File: src/core/uep_pkg.sv
package uep_pkg;
    // ----------------------------------------
    // register map (byte addresses)
    // ----------------------------------------
    localparam logic [31:0] UEP_CSR1_ADDR = 32'h5200_0184;
    localparam logic [31:0] UEP_CSR2_ADDR = 32'h5200_0188;
    localparam logic [7:0]  UEP_CSR1_RST  = 8'h00;
    localparam logic [7:0]  UEP_CSR2_RST  = 8'h20;
    // ----------------------------------------
    // field positions
    // ----------------------------------------
    localparam int UEP_C1_TOG   = 6;
    localparam int UEP_C1_SENT  = 5;
    localparam int UEP_C1_STALL = 4;
    localparam int UEP_C1_FLUSH = 3;
    localparam int UEP_C1_RDY   = 0;
    localparam int UEP_C2_AUTO  = 7;
    localparam int UEP_C2_ISO   = 6;
    localparam int UEP_C2_DIR   = 5;
    localparam int UEP_C2_MASK  = 4;
    // ----------------------------------------
    // max packet codes and link answers
    // ----------------------------------------
    localparam logic [3:0] UEP_MAX_PACKET_SIZE_8  = 4'h1;
    localparam logic [3:0] UEP_MAX_PACKET_SIZE_16 = 4'h2;
    localparam logic [3:0] UEP_MAX_PACKET_SIZE_32 = 4'h4;
    localparam logic [3:0] UEP_MAX_PACKET_SIZE_64 = 4'h8;
    localparam int         UEP_SLOT_BYTES = 64;

    typedef enum logic [1:0] {
        UEP_RESP_NAK   = 2'h0,
        UEP_RESP_STALL = 2'h1,
        UEP_RESP_DATA  = 2'h2
    } uep_resp_e;

    // reserved code 0000 falls back to the smallest size
    function automatic logic [6:0] uep_max_packet_size_bytes(input logic [3:0] code);
        case (code)
            UEP_MAX_PACKET_SIZE_16: uep_max_packet_size_bytes = 7'h10;
            UEP_MAX_PACKET_SIZE_32: uep_max_packet_size_bytes = 7'h20;
            UEP_MAX_PACKET_SIZE_64: uep_max_packet_size_bytes = 7'h40;
            default:     uep_max_packet_size_bytes = 7'h08;
        endcase
    endfunction
endpackage

File: src/core/uep_link_if.sv
`timescale 1ns/1ps
`default_nettype none
interface uep_link_if;
    logic              tok;
    logic              ack;
    logic              resp_valid;
    uep_pkg::uep_resp_e resp_code;
    logic              resp_pid1;
    logic [6:0]        resp_len;
    logic              dat_valid;
    logic [7:0]        dat_byte;
    logic              dat_last;

    modport dev (
        input  tok, ack,
        output resp_valid, resp_code, resp_pid1, resp_len, dat_valid, dat_byte, dat_last
    );
    modport hst (
        output tok, ack,
        input  resp_valid, resp_code, resp_pid1, resp_len, dat_valid, dat_byte, dat_last
    );
endinterface // uep_link_if
`default_nettype wire

File: src/core/uep_in_ep_dev.sv
// The address-and-strobe port is this design's own decision.
`timescale 1ns/1ps
`default_nettype none
module uep_in_ep_dev #(
    parameter logic [7:0] EP_INDEX   = 8'h01,
    parameter int         SLOT_BYTES = 64
) (
    // clock and reset
    input  wire logic        clk_i,
    input  wire logic        resetn_i,
    // register port
    input  wire logic [31:0] reg_addr_i,
    input  wire logic [7:0]  reg_wdata_i,
    input  wire logic        reg_wr_i,
    input  wire logic        reg_rd_i,
    output logic      [7:0]  reg_rdata_o,
    // endpoint context
    input  wire logic [7:0]  ep_index_i,
    input  wire logic [3:0]  max_packet_size_i,
    input  wire logic        dma_mode_i,
    // fifo load
    input  wire logic        fifo_wr_i,
    input  wire logic [7:0]  fifo_data_i,
    output logic             fifo_ready_o,
    // events
    output logic             irq_o,
    // link
    uep_link_if.dev          link
);
    import uep_pkg::*;

    if (SLOT_BYTES != UEP_SLOT_BYTES) begin : g_bad_slot
        $error("uep_in_ep_dev: slot size must be 64");
    end

    // ----------------------------------------
    // state
    // ----------------------------------------
    typedef enum logic [2:0] {
        UEP_D_IDLE = 3'b001,
        UEP_D_SEND = 3'b010,
        UEP_D_WACK = 3'b100
    } uep_dev_state_e;

    typedef struct packed {
        uep_dev_state_e  state;
        logic            tog_reset;
        logic            sent_stall;
        logic            stall_req;
        logic            flush;
        logic            auto_set;
        logic            iso;
        logic            dir_in;
        logic            int_mask;
        logic            toggle;
        logic            wr_slot;
        logic            rd_slot;
        logic [1:0]      queued;
        logic [1:0][6:0] cnt;
        logic [6:0]      rd_idx;
        logic [7:0]      rdata;
        logic            irq;
        logic            fifo_ready;
        logic            resp_valid;
        uep_resp_e       resp_code;
        logic            resp_pid1;
        logic [6:0]      resp_len;
        logic            dat_valid;
        logic            dat_last;
    } uep_dev_s;

    uep_dev_s    st_reg;
    uep_dev_s    st_next;
    logic [7:0]  mem [0:2*SLOT_BYTES-1];
    logic [7:0]  rd_q_reg;
    logic [6:0]  mp;
    logic        dual;
    logic [1:0]  nsl;
    logic        sel;
    logic        wr_ok;
    logic        commit;
    logic        freed;
    logic        drop;
    logic        ready_bit;

    // ----------------------------------------
    // next state
    // ----------------------------------------
    always_comb begin
        st_next            = st_reg;
        st_next.resp_valid = 1'b0;
        st_next.dat_valid  = 1'b0;
        st_next.dat_last   = 1'b0;
        st_next.irq        = 1'b0;
        st_next.rdata      = 8'h00;
        mp        = uep_max_packet_size_bytes(max_packet_size_i);
        dual      = (max_packet_size_i == UEP_MAX_PACKET_SIZE_64);
        nsl       = dual ? 2'd2 : 2'd1;
        sel       = (ep_index_i == EP_INDEX);
        ready_bit = (st_reg.queued == nsl);
        wr_ok     = !ready_bit && (st_reg.cnt[st_reg.wr_slot] < mp);
        commit    = 1'b0;
        freed     = 1'b0;
        drop      = 1'b0;

        // register reads, reserved bits zero
        if (reg_rd_i && sel) begin
            if (reg_addr_i == UEP_CSR1_ADDR) begin
                st_next.rdata[UEP_C1_TOG]   = st_reg.tog_reset;
                st_next.rdata[UEP_C1_SENT]  = st_reg.sent_stall;
                st_next.rdata[UEP_C1_STALL] = st_reg.stall_req;
                st_next.rdata[UEP_C1_FLUSH] = st_reg.flush;
                st_next.rdata[UEP_C1_RDY]   = ready_bit;
            end else if (reg_addr_i == UEP_CSR2_ADDR) begin
                st_next.rdata[UEP_C2_AUTO] = st_reg.auto_set;
                st_next.rdata[UEP_C2_ISO]  = st_reg.iso;
                st_next.rdata[UEP_C2_DIR]  = st_reg.dir_in;
                st_next.rdata[UEP_C2_MASK] = st_reg.int_mask;
            end
        end

        // fifo load with auto-set on a full packet
        if (fifo_wr_i && wr_ok) begin
            st_next.cnt[st_reg.wr_slot] = st_reg.cnt[st_reg.wr_slot] + 7'd1;
            if (st_reg.auto_set && (st_reg.cnt[st_reg.wr_slot] + 7'd1 == mp)) begin
                commit = 1'b1;
            end
        end

        // register writes
        if (reg_wr_i && sel) begin
            if (reg_addr_i == UEP_CSR1_ADDR) begin
                st_next.tog_reset = reg_wdata_i[UEP_C1_TOG];
                if (!reg_wdata_i[UEP_C1_SENT]) begin
                    st_next.sent_stall = 1'b0;
                end
                st_next.stall_req = reg_wdata_i[UEP_C1_STALL];
                if (reg_wdata_i[UEP_C1_FLUSH]) begin
                    st_next.flush = 1'b1;
                end
                if (reg_wdata_i[UEP_C1_RDY] && !ready_bit) begin
                    commit = 1'b1;
                end
            end else if (reg_addr_i == UEP_CSR2_ADDR) begin
                st_next.auto_set = reg_wdata_i[UEP_C2_AUTO];
                st_next.iso      = reg_wdata_i[UEP_C2_ISO];
                st_next.dir_in   = reg_wdata_i[UEP_C2_DIR];
                st_next.int_mask = reg_wdata_i[UEP_C2_MASK];
            end
        end
        commit = commit && !st_next.stall_req;

        // link side; iso is held for software only, bulk is the one served mode
        case (st_reg.state)
            UEP_D_IDLE: begin
                if (link.tok) begin
                    st_next.resp_valid = 1'b1;
                    st_next.resp_len   = 7'h00;
                    st_next.resp_pid1  = 1'b0;
                    if (st_reg.stall_req) begin
                        st_next.resp_code  = UEP_RESP_STALL;
                        st_next.sent_stall = 1'b1;
                        drop = 1'b1;
                    end else if (!st_reg.dir_in || st_reg.queued == 2'd0) begin
                        st_next.resp_code = UEP_RESP_NAK;
                    end else begin
                        st_next.resp_code = UEP_RESP_DATA;
                        st_next.resp_pid1 = st_reg.toggle;
                        st_next.resp_len  = st_reg.cnt[st_reg.rd_slot];
                        st_next.rd_idx    = 7'h00;
                        if (st_reg.cnt[st_reg.rd_slot] == 7'h00) begin
                            st_next.state = UEP_D_WACK;
                        end else begin
                            st_next.state = UEP_D_SEND;
                        end
                    end
                end else if (st_reg.flush) begin
                    // flush only between transactions
                    st_next.flush = 1'b0;
                    st_next.irq   = 1'b1;
                    if (st_reg.queued != 2'd0) begin
                        freed = 1'b1;
                    end else begin
                        st_next.cnt[st_reg.wr_slot] = 7'h00;
                    end
                end
            end
            UEP_D_SEND: begin
                st_next.dat_valid = 1'b1;
                st_next.rd_idx    = st_reg.rd_idx + 7'd1;
                if (st_reg.rd_idx + 7'd1 == st_reg.cnt[st_reg.rd_slot]) begin
                    st_next.dat_last = 1'b1;
                    st_next.state    = UEP_D_WACK;
                end
            end
            UEP_D_WACK: begin
                if (link.ack) begin
                    freed          = 1'b1;
                    st_next.toggle = ~st_reg.toggle;
                    st_next.state  = UEP_D_IDLE;
                end
            end
            default: begin
                st_next.state = UEP_D_IDLE;
            end
        endcase
        if (st_next.tog_reset) begin
            st_next.toggle = 1'b0;
        end

        // packet queue bookkeeping
        if (freed) begin
            st_next.cnt[st_reg.rd_slot] = 7'h00;
            st_next.rd_slot = dual ? ~st_reg.rd_slot : 1'b0;
        end
        if (commit) begin
            st_next.wr_slot = dual ? ~st_reg.wr_slot : 1'b0;
        end
        st_next.queued = st_reg.queued + {1'b0, commit} - {1'b0, freed};
        if (drop) begin
            // stall empties every slot
            st_next.queued  = 2'd0;
            st_next.cnt     = '0;
            st_next.wr_slot = 1'b0;
            st_next.rd_slot = 1'b0;
        end
        if ((freed || (drop && st_reg.queued != 2'd0)) && !(dma_mode_i && st_reg.int_mask)) begin
            st_next.irq = 1'b1;
        end
        st_next.fifo_ready = (st_next.queued < nsl) && (st_next.cnt[st_next.wr_slot] < mp);
    end

    // ----------------------------------------
    // registers and buffer
    // ----------------------------------------
    always_ff @(posedge clk_i) begin
        if (!resetn_i) begin
            st_reg            <= '0;
            st_reg.state      <= UEP_D_IDLE;
            st_reg.tog_reset  <= UEP_CSR1_RST[UEP_C1_TOG];
            st_reg.stall_req  <= UEP_CSR1_RST[UEP_C1_STALL];
            st_reg.auto_set   <= UEP_CSR2_RST[UEP_C2_AUTO];
            st_reg.iso        <= UEP_CSR2_RST[UEP_C2_ISO];
            st_reg.dir_in     <= UEP_CSR2_RST[UEP_C2_DIR];
            st_reg.int_mask   <= UEP_CSR2_RST[UEP_C2_MASK];
            st_reg.fifo_ready <= 1'b1;
            st_reg.resp_code  <= UEP_RESP_NAK;
            rd_q_reg          <= 8'h00;
        end else begin
            st_reg   <= st_next;
            rd_q_reg <= mem[{st_reg.rd_slot, st_reg.rd_idx[5:0]}];
        end
        if (fifo_wr_i && wr_ok) begin
            mem[{st_reg.wr_slot, st_reg.cnt[st_reg.wr_slot][5:0]}] <= fifo_data_i;
        end
    end

    assign reg_rdata_o     = st_reg.rdata;
    assign fifo_ready_o    = st_reg.fifo_ready;
    assign irq_o           = st_reg.irq;
    assign link.resp_valid = st_reg.resp_valid;
    assign link.resp_code  = st_reg.resp_code;
    assign link.resp_pid1  = st_reg.resp_pid1;
    assign link.resp_len   = st_reg.resp_len;
    assign link.dat_valid  = st_reg.dat_valid;
    assign link.dat_byte   = rd_q_reg;
    assign link.dat_last   = st_reg.dat_last;
endmodule // uep_in_ep_dev
`default_nettype wire

File: src/flat_wrapper.sv
// flat-port wrapper written by rule: the top's interface ports become plain ports
module uep_in_ep_dev_flat import uep_pkg::*;
#(
    parameter logic [7:0] EP_INDEX   = 8'h01,
    parameter int         SLOT_BYTES = 64
)
  (clk_i, resetn_i, reg_addr_i, reg_wdata_i, reg_wr_i, reg_rd_i, reg_rdata_o, ep_index_i, max_packet_size_i, dma_mode_i, fifo_wr_i, fifo_data_i, fifo_ready_o, irq_o, link_tok, link_ack, link_resp_valid, link_resp_code, link_resp_pid1, link_resp_len, link_dat_valid, link_dat_byte, link_dat_last);
  uep_link_if link_i ();
  input  wire logic clk_i;
  input  wire logic resetn_i;
  input  wire logic [31:0] reg_addr_i;
  input  wire logic [7:0] reg_wdata_i;
  input  wire logic reg_wr_i;
  input  wire logic reg_rd_i;
  output logic      [7:0] reg_rdata_o;
  input  wire logic [7:0] ep_index_i;
  input  wire logic [3:0] max_packet_size_i;
  input  wire logic dma_mode_i;
  input  wire logic fifo_wr_i;
  input  wire logic [7:0] fifo_data_i;
  output logic fifo_ready_o;
  output logic irq_o;
  input wire logic [$bits(link_i.tok)-1:0] link_tok;
  input wire logic [$bits(link_i.ack)-1:0] link_ack;
  output wire logic [$bits(link_i.resp_valid)-1:0] link_resp_valid;
  output wire logic [$bits(link_i.resp_code)-1:0] link_resp_code;
  output wire logic [$bits(link_i.resp_pid1)-1:0] link_resp_pid1;
  output wire logic [$bits(link_i.resp_len)-1:0] link_resp_len;
  output wire logic [$bits(link_i.dat_valid)-1:0] link_dat_valid;
  output wire logic [$bits(link_i.dat_byte)-1:0] link_dat_byte;
  output wire logic [$bits(link_i.dat_last)-1:0] link_dat_last;
  assign link_i.tok = link_tok;
  assign link_i.ack = link_ack;
  assign link_resp_valid = link_i.resp_valid;
  assign link_resp_code = link_i.resp_code;
  assign link_resp_pid1 = link_i.resp_pid1;
  assign link_resp_len = link_i.resp_len;
  assign link_dat_valid = link_i.dat_valid;
  assign link_dat_byte = link_i.dat_byte;
  assign link_dat_last = link_i.dat_last;
  uep_in_ep_dev #(.EP_INDEX(EP_INDEX), .SLOT_BYTES(SLOT_BYTES)) u_core (.clk_i(clk_i), .resetn_i(resetn_i), .reg_addr_i(reg_addr_i), .reg_wdata_i(reg_wdata_i), .reg_wr_i(reg_wr_i), .reg_rd_i(reg_rd_i), .reg_rdata_o(reg_rdata_o), .ep_index_i(ep_index_i), .max_packet_size_i(max_packet_size_i), .dma_mode_i(dma_mode_i), .fifo_wr_i(fifo_wr_i), .fifo_data_i(fifo_data_i), .fifo_ready_o(fifo_ready_o), .irq_o(irq_o), .link(link_i));
endmodule
File: config.mk
export PLATFORM = sky130hd
export DESIGN_NAME = uep_in_ep_dev_flat
export DESIGN_NICKNAME = d
export VERILOG_FILES = /design/src/core/uep_pkg.sv /design/src/core/uep_link_if.sv /design/src/core/uep_in_ep_dev.sv /design/src/flat_wrapper.sv
export SDC_FILE = /design/constraint.sdc
export NUM_CORES = 1
export LEC_CHECK = 0
export ABC_CLOCK_PERIOD_IN_PS = 9600
export BUFFER_PORTS_ARGS = -buffer_cell sky130_fd_sc_hd__buf_2
export CORE_MARGIN = 1.5
export CORE_UTILIZATION = 30
export DETAILED_ROUTE_END_ITERATION = 8
export PLACE_DENSITY = 0.4
export SLEW_MARGIN = 20
export SYNTH_ARGS = -nofsm -noshare
export SYNTH_HDL_FRONTEND = slang
export SYNTH_SLANG_ARGS = --single-unit
File: constraint.sdc
create_clock -name clk_i -period 9.6 [get_ports clk_i]
set_clock_uncertainty 0.1 [all_clocks]
set_input_delay 1.92 -clock clk_i [delete_from_list [all_inputs] [get_ports clk_i]]
set_output_delay 1.92 -clock clk_i [all_outputs]
set_load 0.05 [all_outputs]
== Word-level counts from Yosys, hierarchy flattened ==
Memory sizes are Yosys's and may differ from the RTL's. A register that Yosys moved wholly into a read port is not among the register bits.
Index checks and enable logic that the tools add are counted.

* Register bits: 60
* Bits in writable memories: 1024
* Input bits: 68
* Output and inout bits: 31
* Logic and storage cells: 180
* Memories kept: 1

* Add/sub/neg operators: 4
* Order comparisons: 8
* Eq/ne operators: 17
* Mux-type cells: 75
* Bitwise operators: 11
* Reductions and logical operators: 36

{| class="wikitable"
|+ Memories
! memory !! depth !! bits a word !! read ports !! clocked after Yosys merged registers in !! wr ports !! line !! source
|-
| u_core.mem || 128 || 8 || 1 || 1 || 1 || uep_in_ep_dev.sv:74 || <nowiki>logic [7:0] mem [0:2*SLOT_BYTES-1];</nowiki>
|}

{| class="wikitable"
|+ Operator list
! kind !! count
|-
| 14-bit two-way mux || 6
|-
| 7-bit two-way mux || 11
|-
| 32-bit by 31-bit == test with 1-bit output, second input constant || 2
|-
| 1-bit two-way mux || 31
|-
| 14-bit bitwise AND || 2
|-
| 14-bit NOT || 2
|-
| 8-bit two-way mux || 3
|-
| 3-bit two-way mux || 7
|-
| 7-bit case mux with 3 select lines || 1
|-
| 18-bit two-way mux || 1
|-
| 4-bit two-way mux || 4
|-
| 7-bit by 1-bit adder with 7-bit output, second input constant || 2
|-
| 14-bit bitwise mux || 1
|-
| 7-bit demux with 1-bit select || 2
|-
| 7-bit == test || 2
|-
| 7-bit < comparator || 2
|-
| 7-bit case mux with 2 select lines || 1
|-
| 1-bit logical AND || 13
|-
| 11-bit two-way mux || 1
|-
| 2-bit AND reduction || 5
|-
| 3-bit case mux with 3 select lines || 1
|-
| 8-bit by 1-bit == test with 1-bit output, second input constant || 1
|-
| 2-bit two-way mux || 4
|-
| 2-bit inequality test, second input constant || 4
|-
| 25 further kinds || 42
|}

== Longest topological paths before layout ==
Gate-level depths: netlist (run 1).

* Depth after elaboration: 19
* Mapped depth: 21
* Depth with buffers taken out: 19

== Worst setup path before layout (run 1) ==
OpenSTA, ideal clock, no wires.

* Path type: in2reg
* Start point: input max_packet_size_i[1]
* End point: register u_core.st_reg, in the netlist u_core.fifo_ready_o
* Setup time: 0.082 ns
* Arrival: 5.489 ns
* Required time: 9.418 ns
* Setup slack: 3.928 ns
* Stages: 17
* Buffers on the path: 0
* Path through: nor4b_4 -> inv_1 -> ha_1 -> a211oi_1 -> and2_2 -> and3_1 -> nand4_1 -> a211o_1 -> a21oi_4 -> mux2_1 -> ha_1 -> a21o_1 -> a211oi_1 -> o21ai_0 -> nand2b_1 -> a41o_1 -> o221ai_1

* Cells in the longest elaborated chain, start to end: 19
* Elaborated cells on any way between the ends: 37
* Classes of those cells: add/sub: 2; order compare: 3; eq/ne: 5; mux: 18; bitwise: 2; reduce/logical: 7

{| class="wikitable"
|+ Ends and longest elaborated chain
! element !! line !! source
|-
| start, declared || flat_wrapper.sv:17 || <nowiki>input wire logic [3:0] max_packet_size_i;</nowiki>
|-
| parallel branches: the longest is 18 deep, another holds 7-bit < comparator || -- ||
|-
| 1-bit logical AND * || uep_in_ep_dev.sv:230 || <nowiki>st_next.fifo_ready = (st_next.queued < nsl) && (st_next.cnt[st_next.wr_slot] < mp);</nowiki>
|-
| end signal, assigned || uep_in_ep_dev.sv:250 || <nowiki>st_reg <= st_next;</nowiki>
|-
| end, declared || uep_in_ep_dev.sv:72 || <nowiki>uep_dev_s st_reg;</nowiki>
|}

Mark *: on every way between the ends. The select of a mux whose other input is x is not followed.
A chain may end at the register's enable or synchronous reset.

== Final worst setup path (run 1) ==
* Start point: input max_packet_size_i[1]
* End point: memory u_core.mem[108][1], enable pin

* Cells in the longest elaborated chain, start to end: 8
* Elaborated cells on any way between the ends: 12
* Classes of those cells: order compare: 1; eq/ne: 4; mux: 4; reduce/logical: 3

{| class="wikitable"
|+ Ends and longest elaborated chain
! element !! line !! source
|-
| parallel branches: the longest is 4 deep, another holds 7-bit < comparator || -- ||
|-
| 1-bit logical AND * || uep_in_ep_dev.sv:101 || <nowiki>wr_ok = !ready_bit && (st_reg.cnt[st_reg.wr_slot] < mp);</nowiki>
|-
| 1-bit logical AND * || uep_in_ep_dev.sv:253 || <nowiki>if (fifo_wr_i && wr_ok) begin</nowiki>
|-
| 1-bit two-way mux * || uep_in_ep_dev.sv:253 ||
|-
| 1-bit two-way mux (not written as such) * || uep_in_ep_dev.sv:254 || <nowiki>mem[{st_reg.wr_slot, st_reg.cnt[st_reg.wr_slot][5:0]}] <= fifo_data_i;</nowiki>
|-
| end, declared || uep_in_ep_dev.sv:74 ||
|}

Mark *: on every way between the ends.

==> results of run 1 <==
cells in the final DEF, fill, tap and decap left out, types with 4 or more instances in the layout:
| master | instances |
|---|---|
| clkinv_2 | 22 |
| clkbuf_1 | 24 |
| nor3_1 | 16 |
| and3_1 | 8 |
| nor4_1 | 10 |
| xnor2_1 | 15 |
| o21ai_0 | 15 |
| inv_1 | 17 |
| nand2_1 | 44 |
| a21oi_1 | 30 |
| nand3b_1 | 4 |
| dfxtp_4 | 4 |
| edfxtp_1 | 1024 |
| buf_2 | 86 |
| nor2_1 | 190 |
| clkbuf_16 | 120 |
| mux4_2 | 336 |
| nand4_1 | 11 |
| bufinv_16 | 8 |
| or3_1 | 8 |
| mux2i_1 | 14 |
| nand3_1 | 27 |
| nor2b_1 | 9 |
| and2_1 | 7 |
| buf_4 | 33 |
| nor4b_1 | 5 |
| clkinv_1 | 33 |
| mux2_2 | 6 |
| ha_1 | 12 |
| xor2_1 | 8 |
| a21o_1 | 4 |
| a31oi_1 | 6 |
| dfxtp_1 | 61 |
| a22oi_1 | 7 |
cell type report:
class | instances | area share (%)
antenna | 1 | 0.005059
clock inverter | 65 | 1.060
tap | 1903 | 4.814
sequential | 1090 | 64.87
clock buffer | 145 | 6.281
multi-input combinational | 845 | 21.27
inverter | 20 | 0.1518
timing repair buffer | 123 | 1.548
through the flow:
stage | worst slack [ns] | total power [uW] | utilization (%) | hold slack, ns | std cells
after floorplan | 3.928 | 5359 | - | 0.3367 | 2081
after global placement | 3.050 | 5500 | 31.96 | 0.3532 | 3980
after detailed placement | 2.954 | 5507 | 31.96 | 0.3484 | 3980
after CTS | 3.737 | 9847 | 34.50 | 0.3575 | 4190
after global routing | 3.424 | 10010 | 34.51 | 0.3842 | 4191
final | 3.725 | 9716 | 34.52 | 0.3529 | 4192
metal layers:
layer  wire, um  part of all wire, %  global-route usage [%]
met5         13                0.011                       0
met3       5283                  4.6                   2.410
met1      53220                   46                   22.52
met2      54470                   47                   24.86
met4       2091                  1.8                   4.233
power breakdown:
part,internal (uW),switching (uW),total [uW]
registers,5200,4.34,5210
logic,37.1,159,196
clock network,2480,1830,4310
total,7720,1990,9720
how the worst max path moves through the flow:
stage | from | end | slack, ns | cells past startpoint
floorplan | max_packet_size_i[1] | u_core.fifo_ready_o$_SDFF_PN1_ | 3.93 | 17
global placement | max_packet_size_i[1] | u_core.mem[109][4]$_DFFE_PP_ | 3.05 | 10
detailed placement | max_packet_size_i[1] | u_core.mem[47][5]$_DFFE_PP_ | 2.95 | 10
CTS | max_packet_size_i[1] | u_core.mem[47][6]$_DFFE_PP_ | 3.74 | 10
global route | max_packet_size_i[1] | u_core.mem[47][6]$_DFFE_PP_ | 3.42 | 10
finish | max_packet_size_i[1] | u_core.mem[108][1]$_DFFE_PP_ | 3.73 | 10
tightest hold or removal path, cell delays in order (launching register included):
cell and delay (ns):
dfxtp_1 0.31, nand2_1 0.05, a21oi_1 0.05
cells by family (layout without fill, tap and decap cells):
group | Yosys count | after routing | synth area share, %
AOI/OAI and AO/OA | 85 | 85 | 1.288
xor gates and xnor gates | 26 | 26 | 0.6225
adders and majority gates | 12 | 12 | 0.3474
buffers and inverters | 146 | 353 | 1.494
DFF | 1090 | 1090 | 74.21
muxes | 361 | 361 | 18.13
other | 1 | 3 | 0.008678
and+or+nand+nor | 359 | 359 | 3.894
==> flow_summary.toml, run 1 <==
[timing]
finalCriticalPeriod_ns = 5.875
slew_viol_final = 0
worst_pin_slew_ns = 1.175
finalSetupTns_ns = 0
relSlewSlack_pct = 21.41
fin_crit_sh_pct = 61.20
rsz0062_at_grt = "no"
setup_viol = 0
hold_viol_final = 0
fmax_ghz = 0.1702

[clock_tree]
cts_inserted_buffers = 116
ctsHoldBuffers = 0
cts_tree = "yes"
post_cts_buffers = 0
clk_pin_slew_ns = 0.06
cts_buffer_depth = 3
clock_sinks = 1090
cts_resized = 0
cts.htree.levels = 3
cts_root_buffer = "clkbuf_16"
clk-insertion-delay-late_ns = 0.72

[worst_setup_path]
max_stage_delay_ns = 0.91
crit_family = "simple AND/OR/NAND/NOR gates"
critPathKind = "in2reg"
startpoint_type = "input pin"
reg2reg_depth = 10
crit_top_cell = "nor2_1"
r2r-start = "u_core.st_reg[47]$_SDFF_PN0_"
critPathBufInv = 2
r2r-end = "u_core.mem[108][1]$_DFFE_PP_"
worstPathArrival_ns = 6.10
crit_fanout = 8
ff2ff_setup_slack_ns = 4.57
cp-end-kind = "flop"
path_cells = "buf_2 -> nor4b_4 -> inv_1 -> ha_1 -> a211oi_1 -> and2_2 -> nand2_1 -> nor2_1 -> nand4_1 -> nor2_1"
worstPathRequired_ns = 9.82
cp_slowest_cell = "nor2_1"

[grt]
grt_first_pass_wirelength_um = 163500
grt_pass1_vias = 21607
grt.overflow.total = 0
grt_max_degree = 111
antenna_found_initial = 5
grt.total_usage_pct = 15.71

[run_status]
status = "complete, no violations"

[route]
wl_per_cell_um = 27.45
drcViolationCount = 0
dr_total_vias = 20755
routed_wl_um = 115100
viasPerCell = 4.951
drt_iter0_drc = 1592
dr.pass1.iters = 5
antenna_left = 0

[finish]
drive_above_1_share_pct = 28.02
n_fill_cell = 13436
multi_input_area_sq_mm = 0.01052
seqCellArea_sq_mm = 0.03209
largest_reg_flops = 1024
finalInstanceArea_sq_mm = 0.04946
final_net_count = 2276
area_growth_pct = 14.46

[synth]
synth.area.top_cells = "edfxtp_1 71%, mux4_2 18%, dfxtp_1 3.1%"
synth-seq-area-share_pct = 74.21
syn_avg_cell_area_sq_um = 20.78
synthesis.area_sq_mm = 0.04322
synth_commonest_cells = "1024 x edfxtp_1, 336 x mux4_2, 190 x nor2_1"
synth-async-reset-ratio_pct = 0
synth_largest_area_cell = "edfxtp_1"
synth_edf_count = 1024
yosysMostFrequentCell = "edfxtp_1"
ys_types = 64
synthCells = 2080
synth_top_area_share_pct = 71.15
ys_seq_elements = 1090
ys.flop_type = "edfxtp_1"
ys_warn_count = 0

[placement]
gp_congestion = 0.8115
dp_hpwl_um = 70030
dpl-instance-area_sq_mm = 0.04580
port_buffers = 94

[floorplanning]
coreArea_sq_mm = 0.1433
core.rowCount = 139
pin_count = 99
die_x_um = 382.5
die_y_um = 382.5
fp.dieArea_sq_mm = 0.1463
initial_core_util_pct = 30.16

[min_path]
hold_depth = 2
min_from = "u_core.link.resp_code[1]$_SDFFE_PN0P_"
hp-class = "reg2reg"
whs_endpoint = "u_core.link.resp_code[1]$_SDFFE_PN0P_"

[power]
p_per_area_mw_per_mm2 = 196.4
max-vdd-ir-drop_mv = 0.1566
leakagePower_uw = 0.01483

[flow_run]
drv_cap = 0
Note: power is estimated with default switching activity, not from simulation.
==> run 2: changes to the inputs <==
--- a/config.mk
+++ b/config.mk
@@ -5,7 +5,7 @@
 export SDC_FILE = /design/constraint.sdc
 export NUM_CORES = 1
 export LEC_CHECK = 0
-export ABC_CLOCK_PERIOD_IN_PS = 9600
+export ABC_CLOCK_PERIOD_IN_PS = 5750
 export BUFFER_PORTS_ARGS = -buffer_cell sky130_fd_sc_hd__buf_2
 export CORE_MARGIN = 1.5
 export CORE_UTILIZATION = 30
==> constraint.sdc (replaced) <==
create_clock -name clk_i -period 5.75 [get_ports clk_i]
set_clock_uncertainty 0.1 [all_clocks]
set_input_delay 1.15 -clock clk_i [delete_from_list [all_inputs] [get_ports clk_i]]
set_output_delay 1.15 -clock clk_i [all_outputs]
set_load 0.05 [all_outputs]
==> flow_summary.toml, run 2 (synthesis results as in run 1) <==
[worst_setup_path]
r2r-end = "u_core.fifo_ready_o$_SDFF_PN1_"
startpoint = "u_core.st_reg[47]$_SDFF_PN0_"
endpoint = "u_core.fifo_ready_o$_SDFF_PN1_"
cp.depth = 19
crit_family = "compound AO/OA/AOI/OAI gates"
cp_slowest_cell = "dfxtp_1"
cp-end-kind = "flop"
worstPathArrival_ns = 5.65
ff2ff_setup_slack_ns = 0.65
path_cells = "mux2i_1 -> buf_4 -> inv_1 -> ha_1 -> inv_1 -> a21oi_1 -> xnor3_1 -> and4b_1 -> nand4_1 -> a211o_1 -> a21oi_4 -> mux2_1 -> ha_1 -> a21o_1 -> a211oi_1 -> o21ai_0 -> nand2b_1 -> a41o_1 -> o221ai_1"
worstPathRequired_ns = 6.30
critPathBufInv = 3
max_stage_delay_ns = 0.77
reg2reg_depth = 19
crit_fanout = 13
startpoint_type = "flop"
critPathKind = "reg2reg"
r2r-start = "u_core.st_reg[47]$_SDFF_PN0_"

[timing]
hold_viol_final = 0
finalSetupTns_ns = 0
rsz0062_at_grt = "no"
worst_pin_slew_ns = 1.073
relSlewSlack_pct = 27.43
setup_viol = 0
fmax_ghz = 0.1959
fin_crit_sh_pct = 88.76
finalCriticalPeriod_ns = 5.103
slew_viol_final = 0

[grt]
antenna_found_initial = 9
grt.overflow.total = 0
grt_pass1_vias = 22209
grt_first_pass_wirelength_um = 168200
grt.total_usage_pct = 16.14
grt_max_degree = 116

[finish]
final_net_count = 2382
area_growth_pct = 16.75
largest_reg_flops = 1024
mostFrequentLayoutCells = "1024 x edfxtp_1, 336 x mux4_2, 190 x nor2_1"
instances_no_fill = 4306
drive_above_1_share_pct = 30.88
layout_commonest_cell = "edfxtp_1"

[route]
antenna_left = 0
met2_length_um = 55550
drt-met1-wl_um = 54330
top_layer = "met4"
routed_wl_um = 117600
drt_iter0_drc = 1555
dr_total_vias = 21181
wl_met3_um = 5679
viasPerCell = 4.919
wl_per_cell_um = 27.31
dr.pass1.iters = 5
drcViolationCount = 0

[placement]
gp_congestion = 0.7850
place_inst = 4083
port_buffers = 94
dp_hpwl_um = 73230

[floorplanning]
coreArea_sq_mm = 0.1433
die_y_um = 382.5
core.rowCount = 139
pin_count = 99
fp.dieArea_sq_mm = 0.1463
initial_core_util_pct = 30.16
die_x_um = 382.5

[power]
max-vdd-ir-drop_mv = 0.2700
p_per_area_mw_per_mm2 = 324.8
power_uw = 16390
leakagePower_uw = 0.01544

[clock_tree]
clk_pin_slew_ns = 0.06
cts_tree = "yes"
clk-insertion-delay-late_ns = 0.75
cts_resized = 0
cts_buffer_depth = 3
clock_sinks = 1090
cts_inserted_buffers = 118
ctsHoldBuffers = 0
post_cts_buffers = 0
cts.htree.levels = 3
cts_root_buffer = "clkbuf_16"

[flow_run]
drv_cap = 0

[run_status]
status = "complete, no violations"

[min_path]
hp-class = "reg2reg"
-- run 2: where the power goes --
part	switching, uW	internal [uW]	leakage (uW)
sequential	7.15	8680	0.00974
clock	3160	4210	0.00182
combinational	262	65.7	0.00388
total	3430	13000	0.0154
-- run 2: how the worst min path moves through the flow --
stage	from	endpoint	slack, ns	cells after the start
floorplan	u_core.link.resp_code[1]$_SDFFE_PN0P_	u_core.link.resp_code[1]$_SDFFE_PN0P_	0.34	2
global placement	u_core.link.resp_code[1]$_SDFFE_PN0P_	u_core.link.resp_code[1]$_SDFFE_PN0P_	0.35	2
detailed placement	u_core.link.resp_code[1]$_SDFFE_PN0P_	u_core.link.resp_code[1]$_SDFFE_PN0P_	0.36	2
CTS	u_core.link.resp_code[1]$_SDFFE_PN0P_	u_core.link.resp_code[1]$_SDFFE_PN0P_	0.37	2
global route	u_core.link.resp_code[1]$_SDFFE_PN0P_	u_core.link.resp_code[1]$_SDFFE_PN0P_	0.40	2
finish	u_core.link.resp_code[1]$_SDFFE_PN0P_	u_core.link.resp_code[1]$_SDFFE_PN0P_	0.36	2
-- run 2: cell type report --
cell class,count,area (sq um)
Clock inverter,65,640.6
Antenna cell,3,7.507
Timing Repair Buffer,227,1638
Tap cell,1903,2381
Sequential cell,1090,32090
Multi-Input combinational cell,845,10520
Clock buffer,153,3104
Fill cell,13351,92850
Inverter,20,75.07
-- run 2: layer usage --
metal | track usage, % | up-vias
li1 | - | 9048
met1 | 23.16 | 11486
met2 | 25.55 | 527
met3 | 2.600 | 120
met4 | 4.078 | 0
met5 | 0 | -
-- run 2: metrics by stage --
step                instance area (sq um)  utilization, %  hold WS (ns)  setup slack (ns)
floorplan                           43220               -        0.3367            0.8481
global placement                    46650           32.55        0.3550            0.3408
detailed placement                  46650           32.55        0.3602            0.2667
CTS                                 50400           35.17        0.3691            0.6633
global route                        50450           35.20        0.4004            0.3361
finish                              50450           35.21        0.3617            0.6466
-- run 2: tightest hold or removal path, cell delays in order (launching register included) --
cell	delay, ns
dfxtp_1	0.31
nand2_1	0.05
a21oi_1	0.05
